## src/hdl/wdt_sleep_pkg.sv

```systemverilog
// Constants, register map and state encoding for the watchdog and sleep control
package wdt_sleep_pkg;
	localparam int CLK_MHZ = 250;
	localparam int WDT_PERIOD_US = 18000;
	localparam int WDT_BASE_CYCLES = WDT_PERIOD_US * CLK_MHZ;
	localparam int OST_TOSC_PERIODS = 1024;
	localparam int RATIO_W = 3;

	localparam logic [13:0] IDX_STATUS = 14'h0003;
	localparam logic [13:0] IDX_OPTION = 14'h0081;
	localparam logic [13:0] IDX_CONFIG = 14'h2007;

	localparam int OPT_OWNER_BIT = 3;
	localparam int OPT_RATIO_LSB = 0;
	localparam logic [7:0] OPTION_RESET = 8'hff;

	localparam int CFG_PWRT_BIT = 3;
	localparam int CFG_WATCHDOG_ENABLE_FUSE_BIT = 2;
	localparam int CFG_OSC_HI_BIT = 1;
	localparam int CFG_OSC_LO_BIT = 0;
	localparam logic [7:0] CONFIG_RESET = 8'h0f;
	localparam logic [1:0] OSC_MODE_RC = 2'h3;

	localparam int STAT_TO_BIT = 4;
	localparam int STAT_PD_BIT = 3;
	localparam int STAT_SLEEP_BIT = 0;

	typedef enum logic [1:0] {
		ST_RUN = 2'b00,
		ST_SLEEP = 2'b01,
		ST_START = 2'b10
	} power_state_t;
endpackage : wdt_sleep_pkg

```

## src/hdl/wdt_scaler_if.sv

```systemverilog
// Signals between the watchdog counter and its scaler
`timescale 1ns/1ps
`default_nettype none
interface wdt_scaler_if #(parameter int RATIO_W = 3);
	logic tick;
	logic clear;
	logic assigned;
	logic [RATIO_W-1:0] ratio;
	logic fire;
	modport owner (output tick, output clear, output assigned, output ratio, input fire);
	modport scaler (input tick, input clear, input assigned, input ratio, output fire);
endinterface : wdt_scaler_if
`default_nettype wire

```

## src/hdl/osc_startup_timer.sv

```systemverilog
// Oscillator start-up timer counting main oscillator periods
`timescale 1ns/1ps
`default_nettype none
module osc_startup_timer #(
	parameter int PERIODS = 1024
) (
	input wire logic clk,
	input wire logic srst,
	input wire logic start,
	input wire logic osc_edge,
	output logic done
);
	localparam int CW = $clog2(PERIODS + 1);
	localparam logic [CW-1:0] LAST = CW'(PERIODS - 1);

	if (PERIODS < 1) begin : g_bad_periods
		$error("osc_startup_timer: PERIODS must be at least 1");
	end

	logic busy_reg;
	logic [CW-1:0] cnt_reg;

	always_ff @(posedge clk) begin
		if (srst) begin
			busy_reg <= 1'b0;
			cnt_reg <= '0;
			done <= 1'b0;
		end else begin
			done <= 1'b0;
			if (start) begin
				busy_reg <= 1'b1;
				cnt_reg <= '0;
			end else if (busy_reg && osc_edge) begin
				if (cnt_reg == LAST) begin
					busy_reg <= 1'b0;
					done <= 1'b1;
				end else begin
					cnt_reg <= cnt_reg + 1'b1;
				end
			end
		end
	end
endmodule : osc_startup_timer
`default_nettype wire

```

## src/hdl/watchdog_sleep_wake_control.sv

```systemverilog
// Watchdog timer and sleep / wake-up control with an Avalon-MM register port
// Behaviour
// Watchdog runs on own oscillator, also asleep
// Expiry while running resets the device
// Expiry while asleep wakes, no reset
// Fuse at zero disables watchdog permanently
// Base period 18 ms, scaler up to 1:128
// Clear or sleep resets counter and scaler
// Expiry clears the time-out flag
// Sleep entry: clear watchdog, flags, oscillator off
// Pins keep their state during sleep
// Watchdog reset never drives reset pin
// Wake by pin reset, watchdog or interrupt
// Phase-clocked peripherals cannot interrupt asleep
// Pin wake resets; other wakes continue
// Power-down flag set at power-up, cleared sleeping
// Sleep prefetches the next instruction
// Enabled sources wake regardless of global enable
// Global enable set branches to vector after
// Pending interrupt makes sleep a no-op
// Late interrupt: finish sleep, then wake
// Crystal wake waits 1024 periods; RC none
// Firmware clears watchdog before sleep, adds no-op
// Flag pair encodes the reset cause
// Scaler ratio is two to the field
`timescale 1ns/1ps
`default_nettype none
module watchdog_sleep_wake_control import wdt_sleep_pkg::*; #(
	parameter int WDT_CYCLES = WDT_BASE_CYCLES,
	parameter int OST_PERIODS = OST_TOSC_PERIODS
) (
	input wire logic clk,
	input wire logic srst,
	input wire logic [15:0] avs_address,
	input wire logic avs_read,
	input wire logic avs_write,
	input wire logic [31:0] avs_writedata,
	input wire logic [3:0] avs_byteenable,
	output logic [31:0] avs_readdata,
	output logic avs_waitrequest,
	input wire logic master_reset_pin_n,
	input wire logic main_osc_input,
	input wire logic sleep_op,
	input wire logic kick_watchdog_op,
	input wire logic global_irq_allow,
	input wire logic ext_irq_flag,
	input wire logic ext_irq_enable,
	input wire logic port_change_flag,
	input wire logic port_change_enable,
	input wire logic ee_done_flag,
	input wire logic ee_done_enable,
	output logic device_reset,
	output logic osc_driver_en,
	output logic phase_clock_run,
	output logic io_hold,
	output logic prefetch_next,
	output logic resume_exec,
	output logic branch_to_vector,
	output logic watchdog_expired_flag_n,
	output logic sleep_entered_flag_n
);
	localparam int CW = $clog2(WDT_CYCLES);
	localparam logic [CW-1:0] WDT_LAST = CW'(WDT_CYCLES - 1);

	if (WDT_CYCLES < 2) begin : g_bad_cycles
		$error("watchdog_sleep_wake_control: WDT_CYCLES must be at least 2");
	end

	function automatic logic hits(input logic [15:0] addr, input logic [13:0] idx);
		return addr == {idx, 2'b00};
	endfunction : hits

	// Synchronisers for the pins
	logic rst_pin_meta_reg;
	logic rst_pin_sync_reg;
	logic osc_meta_reg;
	logic osc_sync_reg;
	logic osc_prev_reg;

	always_ff @(posedge clk) begin
		if (srst) begin
			rst_pin_meta_reg <= 1'b1;
			rst_pin_sync_reg <= 1'b1;
			osc_meta_reg <= 1'b0;
			osc_sync_reg <= 1'b0;
			osc_prev_reg <= 1'b0;
		end else begin
			rst_pin_meta_reg <= master_reset_pin_n;
			rst_pin_sync_reg <= rst_pin_meta_reg;
			osc_meta_reg <= main_osc_input;
			osc_sync_reg <= osc_meta_reg;
			osc_prev_reg <= osc_sync_reg;
		end
	end

	wire pin_reset = ~rst_pin_sync_reg;
	wire osc_edge = osc_sync_reg & ~osc_prev_reg;

	// Registers
	logic [7:0] option_reg;
	logic [7:0] config_reg;
	logic to_n_reg;
	logic pd_n_reg;
	power_state_t state_reg;
	power_state_t state_next;

	wire watchdog_enable_fuse = config_reg[CFG_WATCHDOG_ENABLE_FUSE_BIT];
	wire [1:0] osc_mode = {config_reg[CFG_OSC_HI_BIT], config_reg[CFG_OSC_LO_BIT]};
	wire rc_mode = (osc_mode == OSC_MODE_RC);
	wire in_run = (state_reg == ST_RUN);
	wire in_sleep = (state_reg == ST_SLEEP);
	wire in_start = (state_reg == ST_START);

	// Only wake-capable sources count; the timer flag needs phase clocks
	wire irq_pending = (ext_irq_flag & ext_irq_enable) | (port_change_flag & port_change_enable)
		| (ee_done_flag & ee_done_enable);

	wire sleep_seen = sleep_op & in_run & ~pin_reset;
	wire sleep_go = sleep_seen & ~irq_pending;
	wire kick = kick_watchdog_op & in_run;

	// Watchdog base counter, advanced on every clk cycle and never by the main oscillator
	logic [CW-1:0] wdt_cnt_reg;
	logic dev_reset_reg;
	wire wdt_clear = kick | sleep_go | pin_reset | dev_reset_reg | ~watchdog_enable_fuse;
	wire base_tick = watchdog_enable_fuse & (wdt_cnt_reg == WDT_LAST);

	always_ff @(posedge clk) begin
		if (srst || wdt_clear || base_tick) begin
			wdt_cnt_reg <= '0;
		end else begin
			wdt_cnt_reg <= wdt_cnt_reg + 1'b1;
		end
	end

	wdt_scaler_if #(.RATIO_W(RATIO_W)) sc ();

	assign sc.tick = base_tick;
	assign sc.clear = wdt_clear;
	assign sc.assigned = option_reg[OPT_OWNER_BIT];
	assign sc.ratio = option_reg[OPT_RATIO_LSB +: RATIO_W];

	wdt_scaler #(.RATIO_W(RATIO_W)) u_scaler (
		.clk(clk),
		.srst(srst),
		.sc(sc)
	);

	wire wdt_expire = sc.fire & ~wdt_clear & watchdog_enable_fuse;
	wire wake_irq = in_sleep & irq_pending & ~pin_reset;
	wire wake_wdt = in_sleep & wdt_expire & ~pin_reset;
	wire wake = wake_irq | wake_wdt;
	wire run_reset = wdt_expire & in_run;
	wire reset_evt = pin_reset | run_reset;

	logic ost_done;

	osc_startup_timer #(.PERIODS(OST_PERIODS)) u_ost (
		.clk(clk),
		.srst(srst),
		.start(wake & ~rc_mode),
		.osc_edge(osc_edge),
		.done(ost_done)
	);

	always_comb begin
		state_next = state_reg;
		unique case (state_reg)
			ST_RUN: begin
				if (sleep_go) begin
					state_next = ST_SLEEP;
				end
			end
			ST_SLEEP: begin
				if (wake) begin
					state_next = rc_mode ? ST_RUN : ST_START;
				end
			end
			ST_START: begin
				if (ost_done) begin
					state_next = ST_RUN;
				end
			end
			default: begin
				state_next = ST_RUN;
			end
		endcase
		if (pin_reset) begin
			state_next = ST_RUN;
		end
	end

	logic woke_irq_reg;
	wire resume_now = (wake & rc_mode) | (in_start & ost_done & ~pin_reset);
	wire woke_by_irq = in_sleep ? wake_irq : woke_irq_reg;

	always_ff @(posedge clk) begin
		if (srst) begin
			state_reg <= ST_RUN;
			woke_irq_reg <= 1'b0;
			dev_reset_reg <= 1'b0;
			prefetch_next <= 1'b0;
			resume_exec <= 1'b0;
			branch_to_vector <= 1'b0;
		end else begin
			state_reg <= state_next;
			if (wake) begin
				woke_irq_reg <= wake_irq;
			end
			dev_reset_reg <= reset_evt;
			prefetch_next <= sleep_seen;
			resume_exec <= resume_now;
			branch_to_vector <= resume_now & woke_by_irq & global_irq_allow;
		end
	end

	// Sleep entry masks a same-cycle expiry, so its set of the time-out flag wins
	always_ff @(posedge clk) begin
		if (srst) begin
			to_n_reg <= 1'b1;
			pd_n_reg <= 1'b1;
		end else begin
			if (wdt_expire) begin
				to_n_reg <= 1'b0;
			end else if (sleep_go) begin
				to_n_reg <= 1'b1;
			end
			if (sleep_go) begin
				pd_n_reg <= 1'b0;
			end
		end
	end

	// Avalon-MM slave: one wait state on every access
	logic ack_reg;
	logic [31:0] rdata_reg;
	logic [7:0] status_word;
	wire bus_req = avs_read | avs_write;
	wire take = bus_req & ack_reg;
	wire wr_lane = avs_write & take & avs_byteenable[0];
	wire wr_option = wr_lane & hits(avs_address, IDX_OPTION);
	wire wr_config = wr_lane & hits(avs_address, IDX_CONFIG);

	always_comb begin
		status_word = 8'h00;
		status_word[STAT_TO_BIT] = to_n_reg;
		status_word[STAT_PD_BIT] = pd_n_reg;
		status_word[STAT_SLEEP_BIT] = ~in_run;
	end

	wire [7:0] read_mux = hits(avs_address, IDX_STATUS) ? status_word
		: hits(avs_address, IDX_OPTION) ? option_reg
		: hits(avs_address, IDX_CONFIG) ? config_reg
		: 8'h00;

	always_ff @(posedge clk) begin
		if (srst) begin
			ack_reg <= 1'b0;
			rdata_reg <= 32'h0000_0000;
		end else begin
			ack_reg <= bus_req & ~ack_reg;
			if (avs_read && !ack_reg) begin
				rdata_reg <= {24'h00_0000, read_mux};
			end
		end
	end

	always_ff @(posedge clk) begin
		if (srst || reset_evt) begin
			option_reg <= OPTION_RESET;
		end else if (wr_option) begin
			option_reg <= avs_writedata[7:0];
		end
	end

	// Fuses survive pin and watchdog resets
	always_ff @(posedge clk) begin
		if (srst) begin
			config_reg <= CONFIG_RESET;
		end else if (wr_config) begin
			config_reg <= avs_writedata[7:0];
		end
	end

	assign avs_waitrequest = bus_req & ~ack_reg;
	assign avs_readdata = rdata_reg;
	// The reset pin is input only, so a watchdog reset stays internal
	assign device_reset = dev_reset_reg;
	assign osc_driver_en = ~in_sleep;
	assign phase_clock_run = in_run;
	assign io_hold = ~in_run;
	assign watchdog_expired_flag_n = to_n_reg;
	assign sleep_entered_flag_n = pd_n_reg;
endmodule : watchdog_sleep_wake_control
`default_nettype wire

```

## src/hdl/wdt_scaler.sv

```systemverilog
// Watchdog scaler multiplying the base time-out by a power of two
`timescale 1ns/1ps
`default_nettype none
module wdt_scaler import wdt_sleep_pkg::*; #(
	parameter int RATIO_W = 3
) (
	input wire logic clk,
	input wire logic srst,
	wdt_scaler_if.scaler sc
);
	localparam int CNT_W = (1 << RATIO_W) - 1;

	if (RATIO_W < 1 || RATIO_W > 4) begin : g_bad_width
		$error("wdt_scaler: RATIO_W out of range");
	end

	function automatic logic [CNT_W-1:0] limit_of(input logic [RATIO_W-1:0] r);
		logic [CNT_W-1:0] m;
		m = '0;
		for (int i = 0; i < CNT_W; i++) begin
			m[i] = (i < int'(r));
		end
		return m;
	endfunction : limit_of

	logic [CNT_W-1:0] cnt_reg;
	logic [CNT_W-1:0] cnt_next;
	wire [CNT_W-1:0] limit = limit_of(sc.ratio);

	// Unassigned scaler passes every base tick straight through
	// A ratio lowered mid-count fires on the next base tick instead of wrapping the counter
	assign sc.fire = sc.tick & (~sc.assigned | (cnt_reg >= limit));
	assign cnt_next = sc.fire ? '0 : cnt_reg + 1'b1;

	always_ff @(posedge clk) begin
		if (srst || sc.clear) begin
			cnt_reg <= '0;
		end else if (sc.tick && sc.assigned) begin
			cnt_reg <= cnt_next;
		end
	end
endmodule : wdt_scaler
`default_nettype wire

```

## config.mk

```make
export PLATFORM = sky130hd
export DESIGN_NAME = watchdog_sleep_wake_control
export DESIGN_NICKNAME = d
export VERILOG_FILES = /design/src/hdl/wdt_sleep_pkg.sv /design/src/hdl/wdt_scaler_if.sv /design/src/hdl/osc_startup_timer.sv /design/src/hdl/watchdog_sleep_wake_control.sv /design/src/hdl/wdt_scaler.sv
export SDC_FILE = /design/constraint.sdc
export NUM_CORES = 1
export LEC_CHECK = 0
export ABC_AREA = 1
export BUFFER_PORTS_ARGS = -buffer_cell sky130_fd_sc_hd__buf_2
export CAP_MARGIN = 20
export CORE_ASPECT_RATIO = 0.9
export CORE_MARGIN = 2
export CORE_UTILIZATION = 58
export DETAILED_ROUTE_END_ITERATION = 6
export MAX_ROUTING_LAYER = met4
export PLACE_DENSITY = 0.88
export SETUP_SLACK_MARGIN = 0.05
export SLEW_MARGIN = 20
export SYNTH_ARGS = -nofsm -noshare
export SYNTH_HDL_FRONTEND = slang
export SYNTH_SLANG_ARGS = --single-unit
```

## constraint.sdc

```tcl
create_clock -name clk -period 3.2 [get_ports clk]
set_input_delay 0.48 -clock clk [delete_from_list [all_inputs] [get_ports clk]]
set_output_delay 0.48 -clock clk [all_outputs]
set_load 0.02 [all_outputs]
```

==> flow_metrics.env <==
export IMPL_critPathLaunchType="register"
export IMPL_cts_tree="yes"
export IMPL_status="completed"
export IMPL_grt_max_degree=20
export IMPL_syn_avg_cell_area_um2=6.88
export IMPL_ant_nets=0
export IMPL_cts_buffer_depth=2
export IMPL_rsz0062_at_grt="false"
export IMPL_synth_area_top_cells="dfxtp_1 37%, nand2_1 12%, nor2_1 7.2%, inv_1 7.0%, nand3_1 5.5%"
export IMPL_fin_area_um2=4910
export IMPL_critPathLaunch="option_reg[1]"
export IMPL_fin_crit_ns=2.07
export IMPL_yosysTopAreaCellShare_pct=37.0
export IMPL_synth_flop_cell="dfxtp_1"
export IMPL_rows=30
export IMPL_synth_common_cells="144 x nand2_1, 85 x nor2_1, 83 x inv_1"
export IMPL_dr_first_iter_drc_count=210
export IMPL_htreeDepth=3
export IMPL_leakage_nw=2.26
export IMPL_synthArstFlopShare_pct=0
export IMPL_vias=4227
export IMPL_die_h_um=86.9
export IMPL_grt_pass1_wl_um=15900
export IMPL_cp_max_fo=8
export IMPL_synth_edf_count=0
export IMPL_crit_arrival_ns=2.31
export IMPL_grt_pass1_vias=3692
export IMPL_antenna_found_initial=0
export IMPL_cts_resized=0
export IMPL_synthCells=644
export IMPL_synthesis_area_um2=4430
export IMPL_cp_data_required_time_ns=3.44
export IMPL_max_freq_ghz=0.483
export IMPL_coreArea_um2=7470
export IMPL_drv_cap=0
export IMPL_tightest_slew_ns=0.665
export IMPL_syn_to_final_growth_pct=10.7
export IMPL_synth_seq_cells=82
export IMPL_globalplace_congestion=0.918
export IMPL_routed_wl_um=9830
export IMPL_finalSetupViolations=0
export IMPL_hold_buffers=0
export IMPL_portBuffers=57
export IMPL_clkTransAtPathRegs_ns=0.09
export IMPL_critPathKind="reg -> reg"
export IMPL_ys_types=34
export IMPL_fin_tns_setup_ns=0
export IMPL_largest_register_ffs=23
export IMPL_fin_skew_ns=0.0107
export IMPL_wl_per_cell_um=12.3
export IMPL_die_w_um=96.1
export IMPL_finalNetCount=777
export IMPL_pin_count=109
export IMPL_fin_crit_sh_pct=64.7
export IMPL_dieArea_um2=8360
export IMPL_cts_root_buffer="clkbuf_8"
export IMPL_hp_start="main_osc_input"
export IMPL_grt_overflow=0
export IMPL_post_cts_buffers=0
export IMPL_power_total_w=0.00206
export IMPL_synth_area_leader_cell="dfxtp_1"
export IMPL_start_util_pct=59.3
export IMPL_synth_seq_area_share_pct=37.0
export IMPL_clk_latency_ns=0.37
export IMPL_reg2reg_from="option_reg[1]"
export IMPL_post_dp_cell_area_um2=4680
export IMPL_yosysWarnings=0
export IMPL_end_kind="register"
export IMPL_powerDensity_nw_per_um2=420
export IMPL_hold_class="in -> reg"
export IMPL_drive_above_1_share_pct=14.6
export IMPL_diodes=0
export IMPL_cts_sinks=82
export IMPL_slew_headroom_pct=55.5
export IMPL_tritoncts_num_buffers=9
export IMPL_finalHoldViolations=0
export IMPL_slew_viol_final=0
export IMPL_ir_drop_mv=0.355
export IMPL_groute_usage_overall_pct=24.6
export IMPL_drc=0
export IMPL_dr_pass1_iters=5
export IMPL_via_per_inst=5.28
export IMPL_synth_most_common_cell="nand2_1"
export IMPL_dp_hpwl_um=7390
[worst paths after layout]
path	endpoint	slack, ns	cells past startpoint
setup / recovery	option_reg[0]	1.13	13
hold / removal	osc_meta_reg	0.31	3
setup reg to reg	option_reg[0]	1.13	13
hold reg to reg	rst_pin_sync_reg	0.41	1
[metal layers]
layer  routed length [um]  vias to the layer above  global-route usage, %  part of all wire (%)
met5                    0                        -                      -                     0
met4                   97                        0                   5.32                  0.99
met3                  567                       12                   5.11                   5.8
met2                 4750                      131                   41.0                    48
met1                 4410                     1957                   30.9                    45
li1                     -                     2127                      -                     -
[report_power, final]
group / internal (W) / leakage (nW) / switching (W) / total, W
Sequential: 0.00103 / 0.664 / 0.00000628 / 0.00104
Clock: 0.000453 / 0.113 / 0.000415 / 0.000867
Combinational: 0.0000439 / 1.49 / 0.000110 / 0.000154
Total: 0.00153 / 2.26 / 0.000531 / 0.00206
[worst max-delay path, stage by stage (launching register included)]
cell and delay [ns]:
dfxtp_1 0.40, nor2_1 0.19, nand2_1 0.07, ha_1 0.27, inv_1 0.05, nand2_1 0.04
nand2_1 0.06, nand2_1 0.05, nand2_1 0.06, nand2_1 0.12, nand4_1 0.15, nand2_1 0.06
inv_1 0.29, o211ai_2 0.13
[area by class of cell]
type,count,area (um2)
clock inverters,7,105
well taps,96,120
clock buffers,9,124
multi-input cells,464,2310
flip-flops and latches,82,1640
fillers,638,2560
inverters,86,323
repair buffers,57,285
[cell usage in the layout (no fill, tap or decap), drive strengths merged, types with 9 or more instances in the layout]
cell type	n
nand3	51
inv	90
clkbuf	9
buf	57
o21ai	22
nor2	93
conb	24
nor3	12
a21oi	40
ha	10
nand4	19
nand2	151
dfxtp	82
[stage by stage]
| stage | util (%) | std cells | hold slack [ns] | worst slack [ns] |
|---|---|---|---|---|
| finish | 65.7 | 801 | 0.312 | 1.13 |
| global route | 65.7 | 801 | 0.310 | 0.947 |
| CTS | 65.7 | 801 | 0.305 | 1.14 |
| detailed placement | 62.6 | 785 | 0.398 | 1.11 |
| global placement | 62.6 | 785 | 0.399 | 1.22 |
| floorplan | - | 667 | 0.388 | 1.34 |
[cells by family (layout without fill, tap and decap cells)]
logic type,count (synthesis),after routing,synth area share [%]
AOI/OAI and AO/OA,72,72,9.15
buffers and inverters,121,159,12.8
other,1,24,0.0846
adders and majority gates,10,10,2.82
DFF,82,82,37.0
xor gates and xnor gates,16,16,3.16
and+or+nand+nor,342,342,34.9
Power figures use the tool's default switching activity.
